--- config.mk ---
export PLATFORM = sky130hd
export DESIGN_NAME = bof_bit_file_ops
export DESIGN_NICKNAME = d
export VERILOG_FILES = /design/src/bof_pkg.sv /design/src/bof_bit_alu.sv /design/src/bof_bit_file_ops.sv
export SDC_FILE = /design/constraint.sdc
export NUM_CORES = 1
export LEC_CHECK = 0
export BUFFER_PORTS_ARGS = -buffer_cell sky130_fd_sc_hd__clkbuf_2
export CORE_AREA = 3 3 70 59
export CTS_CLUSTER_SIZE = 20
export DETAILED_ROUTE_END_ITERATION = 10
export DIE_AREA = 0 0 73 62
export PLACE_DENSITY = 0.74
export SYNTH_ARGS = -nofsm -noshare
export SYNTH_HDL_FRONTEND = slang
export SYNTH_SLANG_ARGS = --single-unit
--- constraint.sdc ---
create_clock -name clk -period 1.8 [get_ports clk]
set_clock_uncertainty 0.15 [all_clocks]
set_input_delay 0.36 -clock clk [delete_from_list [all_inputs] [get_ports clk]]
set_output_delay 0.36 -clock clk [all_outputs]
set_load 0.1 [all_outputs]
--- src/bof_pkg.sv ---
// Constants and types for the bit-oriented file register operations
package bof_pkg;

	// ------------------------------------------------------------
	// Widths
	// ------------------------------------------------------------
	localparam int INSTR_W = 14;
	localparam int ADDR_W  = 7;
	localparam int BIT_W   = 3;
	localparam int DATA_W  = 8;
	localparam int OPC_W   = 4;

	// ------------------------------------------------------------
	// Instruction field positions
	// ------------------------------------------------------------
	localparam int OPC_HI  = 13;
	localparam int OPC_LO  = 10;
	localparam int BIT_HI  = 9;
	localparam int BIT_LO  = 7;
	localparam int ADDR_HI = 6;
	localparam int ADDR_LO = 0;

	// ------------------------------------------------------------
	// Upper four bits of each bit instruction
	// ------------------------------------------------------------
	localparam logic [OPC_W-1:0] OPC_CLEAR = 4'h4;
	localparam logic [OPC_W-1:0] OPC_SET   = 4'h5;
	localparam logic [OPC_W-1:0] OPC_TEST  = 4'h6;

	// ------------------------------------------------------------
	// Reset values and bit-zero mask
	// ------------------------------------------------------------
	localparam logic [ADDR_W-1:0] ADDR_RST = 7'h00;
	localparam logic [DATA_W-1:0] DATA_RST = 8'h00;
	localparam logic [BIT_W-1:0]  BIT_RST  = 3'h0;
	localparam logic [DATA_W-1:0] BIT0_MASK = 8'h01;

	// ------------------------------------------------------------
	// Types
	// ------------------------------------------------------------
	typedef enum logic [1:0] {
		BOF_OP_NONE  = 2'h0,
		BOF_OP_CLEAR = 2'h1,
		BOF_OP_SET   = 2'h2,
		BOF_OP_TEST  = 2'h3
	} bof_op_t;

	typedef enum logic [3:0] {
		BOF_Q1 = 4'b0001,
		BOF_Q2 = 4'b0010,
		BOF_Q3 = 4'b0100,
		BOF_Q4 = 4'b1000
	} bof_phase_t;

	typedef struct packed {
		bof_op_t           op;
		logic [BIT_W-1:0]  bitnum;
		logic [ADDR_W-1:0] addr;
	} bof_dec_t;

	localparam bof_dec_t DEC_RST = '{op: BOF_OP_NONE, bitnum: BIT_RST, addr: ADDR_RST};

endpackage

--- src/bof_bit_alu.sv ---
// Bit modify unit: clears, sets or tests one bit of a data byte
`timescale 1ns/1ps
`default_nettype none

module bof_bit_alu (
	// Operand
	input  wire logic [bof_pkg::DATA_W-1:0] data,
	input  wire logic [bof_pkg::BIT_W-1:0]  bitnum,
	input  wire bof_pkg::bof_op_t           op,
	// Result
	output logic      [bof_pkg::DATA_W-1:0] result,
	output logic                            bit_val
);

	function automatic logic [bof_pkg::DATA_W-1:0] bit_mask(
		input logic [bof_pkg::BIT_W-1:0] b);
		bit_mask = bof_pkg::BIT0_MASK << b;
	endfunction

	always_comb begin
		bit_val = |(data & bit_mask(bitnum));
		case (op)
			bof_pkg::BOF_OP_CLEAR: result = data & ~bit_mask(bitnum);
			bof_pkg::BOF_OP_SET:   result = data | bit_mask(bitnum);
			default:               result = data;
		endcase
	end

endmodule

`default_nettype wire

--- src/bof_bit_file_ops.sv ---
// Four-phase decode and execute of the clear, set and test-skip bit instructions
// Summary of operation
// - Instruction carries a 7-bit file address and 3-bit bit number.
// - Clear-bit op writes zero to selected bit, others unchanged.
// - Set-bit op writes one to selected bit in one cycle.
// - Test-skip op with bit zero discards next instruction, runs a NOP.
// - Test-skip op with bit one completes in one cycle, no skip.
`timescale 1ns/1ps
`default_nettype none

module bof_bit_file_ops (
	// Clock and reset
	input  wire logic                           clk,
	input  wire logic                           rst_n,
	// Fetched instruction, stable during Q1
	input  wire logic [bof_pkg::INSTR_W-1:0]    instr,
	// File register read data
	input  wire logic [bof_pkg::DATA_W-1:0]     fr_rdata,
	// File register access
	output logic      [bof_pkg::ADDR_W-1:0]     fr_addr,
	output logic                                fr_rd,
	output logic                                fr_wr,
	output logic      [bof_pkg::DATA_W-1:0]     fr_wdata,
	// Core status
	output bof_pkg::bof_phase_t                 phase,
	output logic                                skip_active,
	output logic                                status_we
);

	// ------------------------------------------------------------
	// Reset release
	// ------------------------------------------------------------
	logic [1:0] rst_sync;
	logic       rst_int_n;

	always_ff @(posedge clk or negedge rst_n) begin
		if (!rst_n) begin
			rst_sync <= 2'h0;
		end else begin
			rst_sync <= {rst_sync[0], 1'b1};
		end
	end

	assign rst_int_n = rst_sync[1];

	// ------------------------------------------------------------
	// Decode
	// ------------------------------------------------------------
	function automatic bof_pkg::bof_dec_t decode(input logic [bof_pkg::INSTR_W-1:0] w);
		bof_pkg::bof_dec_t d;
		d.bitnum = w[bof_pkg::BIT_HI:bof_pkg::BIT_LO];
		d.addr   = w[bof_pkg::ADDR_HI:bof_pkg::ADDR_LO];
		case (w[bof_pkg::OPC_HI:bof_pkg::OPC_LO])
			bof_pkg::OPC_CLEAR: d.op = bof_pkg::BOF_OP_CLEAR;
			bof_pkg::OPC_SET:   d.op = bof_pkg::BOF_OP_SET;
			bof_pkg::OPC_TEST:  d.op = bof_pkg::BOF_OP_TEST;
			default:            d.op = bof_pkg::BOF_OP_NONE;
		endcase
		return d;
	endfunction

	// ------------------------------------------------------------
	// State
	// ------------------------------------------------------------
	bof_pkg::bof_phase_t           state;
	bof_pkg::bof_phase_t           next_state;
	bof_pkg::bof_dec_t             dec;
	bof_pkg::bof_dec_t             next_dec;
	logic [bof_pkg::DATA_W-1:0]    rdata;
	logic [bof_pkg::DATA_W-1:0]    next_rdata;
	logic                          skip_pend;
	logic                          next_skip_pend;
	logic                          nop_cycle;
	logic                          next_nop_cycle;
	logic [bof_pkg::ADDR_W-1:0]    next_fr_addr;
	logic                          next_fr_rd;
	logic                          next_fr_wr;
	logic [bof_pkg::DATA_W-1:0]    next_fr_wdata;
	logic [bof_pkg::DATA_W-1:0]    alu_result;
	logic                          alu_bit;

	bof_bit_alu u_alu (
		.data    (rdata),
		.bitnum  (dec.bitnum),
		.op      (dec.op),
		.result  (alu_result),
		.bit_val (alu_bit)
	);

	always_comb begin
		next_state     = state;
		next_dec       = dec;
		next_rdata     = rdata;
		next_skip_pend = skip_pend;
		next_nop_cycle = nop_cycle;
		next_fr_addr   = fr_addr;
		next_fr_rd     = 1'b0;
		next_fr_wr     = 1'b0;
		next_fr_wdata  = fr_wdata;
		case (state)
			bof_pkg::BOF_Q1: begin
				next_state = bof_pkg::BOF_Q2;
				if (nop_cycle) begin
					next_dec = bof_pkg::DEC_RST;
				end else begin
					next_dec = decode(instr);
				end
				next_fr_addr = next_dec.addr;
				next_fr_rd   = (next_dec.op != bof_pkg::BOF_OP_NONE);
			end
			bof_pkg::BOF_Q2: begin
				next_state = bof_pkg::BOF_Q3;
				next_rdata = fr_rdata;
			end
			bof_pkg::BOF_Q3: begin
				next_state = bof_pkg::BOF_Q4;
				// modify in Q3, write lands in Q4
				next_fr_wr    = (dec.op == bof_pkg::BOF_OP_CLEAR) ||
				                (dec.op == bof_pkg::BOF_OP_SET);
				next_fr_wdata = alu_result;
				// skip only on a clear bit
				next_skip_pend = (dec.op == bof_pkg::BOF_OP_TEST) && !alu_bit;
			end
			bof_pkg::BOF_Q4: begin
				next_state     = bof_pkg::BOF_Q1;
				next_nop_cycle = skip_pend;
				next_skip_pend = 1'b0;
			end
			default: begin
				next_state = bof_pkg::BOF_Q1;
			end
		endcase
	end

	always_ff @(posedge clk or negedge rst_int_n) begin
		if (!rst_int_n) begin
			state     <= bof_pkg::BOF_Q1;
			dec       <= bof_pkg::DEC_RST;
			rdata     <= bof_pkg::DATA_RST;
			skip_pend <= 1'b0;
			nop_cycle <= 1'b0;
			fr_addr   <= bof_pkg::ADDR_RST;
			fr_rd     <= 1'b0;
			fr_wr     <= 1'b0;
			fr_wdata  <= bof_pkg::DATA_RST;
			phase     <= bof_pkg::BOF_Q1;
			skip_active <= 1'b0;
			status_we <= 1'b0;
		end else begin
			state     <= next_state;
			dec       <= next_dec;
			rdata     <= next_rdata;
			skip_pend <= next_skip_pend;
			nop_cycle <= next_nop_cycle;
			fr_addr   <= next_fr_addr;
			fr_rd     <= next_fr_rd;
			fr_wr     <= next_fr_wr;
			fr_wdata  <= next_fr_wdata;
			phase     <= next_state;
			skip_active <= next_nop_cycle;
			// bit ops never touch status flags
			status_we <= 1'b0;
		end
	end

	logic [bof_pkg::DATA_W-1:0] chk_mask;
	assign chk_mask = bof_pkg::BIT0_MASK << dec.bitnum;
endmodule

`default_nettype wire

==> metrics.csv <==
stage;metric;value;unit
route;antenna_violating_nets_post_route;0;
die;fp.dieH;62;um
cts;cts_tree;done;
finish;drive_above_1_share;39.09;%
worst_setup_path;setup.worst_path.start_class;register;
timing;final_period_minus_worst_setup_slack;1760;ps
die;die_area;4526;um2
timing;worst_slew_pin_slew;553.9;ps
place;routabilityCongestion;0.9221;
worst_setup_path;worst-path-max-fanout;16;
power;power_per_cell_area;836.4;nW/um2
finish;diodes;0;
place;place_hpwl;2967;um
synthesis;net_count_after_synthesis;196;
place;portBuffers;45;
route;drt-vias-per-instance;5.443;
timing;maxSlewViolCount;0;
power;leakagePower;1.037;nW
route;first_drt_iteration_drcs;83;
synthesis;synth_cell_types;37;
grt;overflow;0;
worst_setup_path;crit_path_cell_trace;or4b_4, buf_8, clkinv_8, nand3_4, a21oi_1;
route;postRouteWirelength;3866;um
outcome;result_of_the_run;complete, no violations;
cts;deepest_clock_path_buffer_count;2;
die;placeableCoreArea;3447;um2
timing;final.period_utilization;97.77;%
grt;grt_max_degree;22;
cts;clock_insertion_delay_worst_skew;280;ps
grt;grt_antenna_before_repair;0;
timing;final_hold_viol_count;0;
cts;numClockSinks;38;
worst_setup_path;crit_slowest_cell;sky130_fd_sc_hd__dfstp_4;
route;dr.pass1.iters;4;
timing;worst_relative_slew_slack;63.23;%
synthesis;postSynthCellCount;169;
synthesis;synth_enable_flop_cells;0;
job;maxCapViolCount;0;
finish;core_utilization_of_the_finished_layout;64.83;%
timing;whs;68.40;ps
finish;area_growth_syn_to_layout;25.60;%
finish;finish.instance_area;2235;um2
timing;timing.setup.tns;0;ps
route;via_count;1426;
timing;setup_viol;0;
min_path;hp-class;register to async pin;
synthesis;mappedNetlistArea;1779;um2
worst_setup_path;critPathRequiredTime;1860;ps
grt;gr-usage-all-layers;18.23;%
synthesis;ys_async_sr_fraction;100.0;%
finish;filler_cell_count;289;
timing;fmax;568.2;MHz
worst_setup_path;timing.critical_path.to_type;register;
die;die_w;73;um
cts;postCtsSetupRepairBufs;0;
synthesis;synth.ff_latch_count;38;
cts;cts.root.buffer_cell;sky130_fd_sc_hd__clkbuf_8;
die;initial_core_utilization;51.62;%
power;worst_ir_drop_vdd;0.4518;mV
route;drc;0;
synthesis;ys.flop_type;sky130_fd_sc_hd__dfrtp_1;
cts;clock_slew_seen_by_the_registers_of_the_worst_setup_and_hold_paths;70;ps
worst_setup_path;timing.critical_path.arrival;1820;ps
place;dpl_cell_area;2102;um2
grt;number_of_global_route_vias_before_repair;1343;
finish;mostFrequentLayoutCell;sky130_fd_sc_hd__clkbuf_2;
die;number_of_rows_in_the_core_area;19;
worst_setup_path;slowest_delay;620;ps
cts;clock_tree.htree_level_count;2;
synthesis;ys.warnings.count;0;
cts;cts_made_buffers;5;
die;top_level_ports;47;
finish;most-common-layout-cells;40 x sky130_fd_sc_hd__clkbuf_2, 34 x sky130_fd_sc_hd__dfrtp_1, 18 x sky130_fd_sc_hd__nand2_1;
synthesis;synth-seq-area-share;53.52;%
worst_setup_path;timing.critical_path.max_delay_family;flip-flops;
finish;final_net_count;246;
worst_setup_path;setup.worst_path.class;register to register;
grt;grt_pass1_wl;6106;um
worst_setup_path;path_buf_inv;2;
synthesis;avgSynthCellArea;10.53;um2
route;route.detailed.wl_per_inst;14.76;um
sequential cells by signal (all words and copies together), names as in the netlist, 2 cells and up:
signal	cells
dec	5
fr_addr	7
fr_wdata	8
rdata	8
rst_sync	2
state	4
layout make-up:
| cell class | count | area, um2 | share of cell area [%] |
|---|---|---|---|
| clock buffer | 6 | 72.57 | 3.247 |
| inverter | 6 | 35.03 | 1.568 |
| clock inverter | 2 | 10.01 | 0.4479 |
| multi-input combinational | 114 | 764.5 | 34.21 |
| timing repair buffer | 54 | 340.3 | 15.23 |
| sequential | 38 | 959.7 | 42.95 |
| tap | 42 | 52.55 | 2.352 |
cells by family after synthesis:
group / Yosys count / share of synthesized area, %
multiplexers: 10 / 6.329
AO/OA/AOI/OAI: 42 / 13.71
XOR/XNOR: 2 / 0.9847
buffers and inverters: 17 / 5.696
other: 2 / 0.4221
AND/OR/NAND/NOR: 55 / 17.23
flip-flops: 38 / 53.52
adder cells (fa/ha/maj): 3 / 2.110
worst paths after layout:
path                        startpoint        to  slack (ps)  cells after the start
max                           state[0]     fr_rd          40                      5
max in group asynchronous  rst_sync[1]  state[0]        1140                      1
min                        rst_sync[1]   dec[10]          70                      1
max reg2reg                   state[0]     fr_rd          40                      5
min in group clk             instr[11]     fr_rd         120                      2
min reg2reg                rst_sync[1]   dec[10]          70                      1
worst register-to-register path, delay by kind of cell, from the launching register on:
| kind | cells | cell delay [ps] |
|---|---|---|
| flip-flops | 1 | 620 |
| AND/OR/NAND/NOR | 2 | 550 |
| AO/OA/AOI/OAI | 1 | 120 |
| buffers and inverters | 2 | 250 |
power breakdown:
part,internal [W],switching [W]
clock network,0.000268,0.000282
registers,0.000897,0.0000348
logic,0.0000874,0.000300
total,0.00125,0.000616
cell usage after synthesis, types with 2 or more instances:
cell / number / area, um2
sky130_fd_sc_hd__dfrtp_1: 37 / 925.9
sky130_fd_sc_hd__a21oi_1: 8 / 40.04
sky130_fd_sc_hd__a31oi_1: 11 / 68.82
sky130_fd_sc_hd__nand2b_1: 7 / 43.79
sky130_fd_sc_hd__o22ai_1: 2 / 12.51
sky130_fd_sc_hd__o21ai_0: 10 / 50.05
sky130_fd_sc_hd__nor2_1: 10 / 37.54
sky130_fd_sc_hd__buf_2: 5 / 25.02
sky130_fd_sc_hd__xnor2_1: 2 / 17.52
sky130_fd_sc_hd__mux2_2: 10 / 112.6
sky130_fd_sc_hd__nor4b_1: 2 / 17.52
sky130_fd_sc_hd__nand2_1: 18 / 67.56
sky130_fd_sc_hd__conb_1: 2 / 7.510
sky130_fd_sc_hd__nor3b_1: 2 / 15.01
sky130_fd_sc_hd__nand3b_1: 3 / 22.52
sky130_fd_sc_hd__o21ai_1: 6 / 30.03
sky130_fd_sc_hd__buf_6: 2 / 22.52
sky130_fd_sc_hd__inv_1: 5 / 18.77
sky130_fd_sc_hd__nor2b_1: 3 / 18.77
sky130_fd_sc_hd__clkbuf_1: 2 / 7.510
sky130_fd_sc_hd__nand3_1: 3 / 15.01
sky130_fd_sc_hd__o21ai_2: 2 / 17.52
sky130_fd_sc_hd__ha_1: 3 / 37.54
timing repair:
action	CTS	global route
setup endpoints to repair	1	19
gates cloned	0	0
hold endpoints to repair	2	0
pin swaps	0	0
hold buffers	1	0
gates resized for setup	1	13
metal layers:
| metal | vias to the layer above | track usage [%] | share of wire [%] |
|---|---|---|---|
| li1 | 683 | - | - |
| met1 | 672 | 22.87 | 43 |
| met2 | 65 | 28.41 | 47 |
| met3 | 6 | 4.984 | 8.0 |
| met4 | 0 | 11.32 | 1.9 |
| met5 | - | 0 | 0 |
through the flow:
step / power [W] / setup slack, ps / instances
floorplan: 0.001240 / -157.9 / 169
global placement: 0.001316 / 80.85 / 253
detailed placement: 0.001329 / 5.469 / 253
CTS: 0.001887 / 31.57 / 262
global route: 0.001946 / -9.664 / 262
finish: 0.001869 / 40.12 / 262
Power figures use the tool's default switching activity.
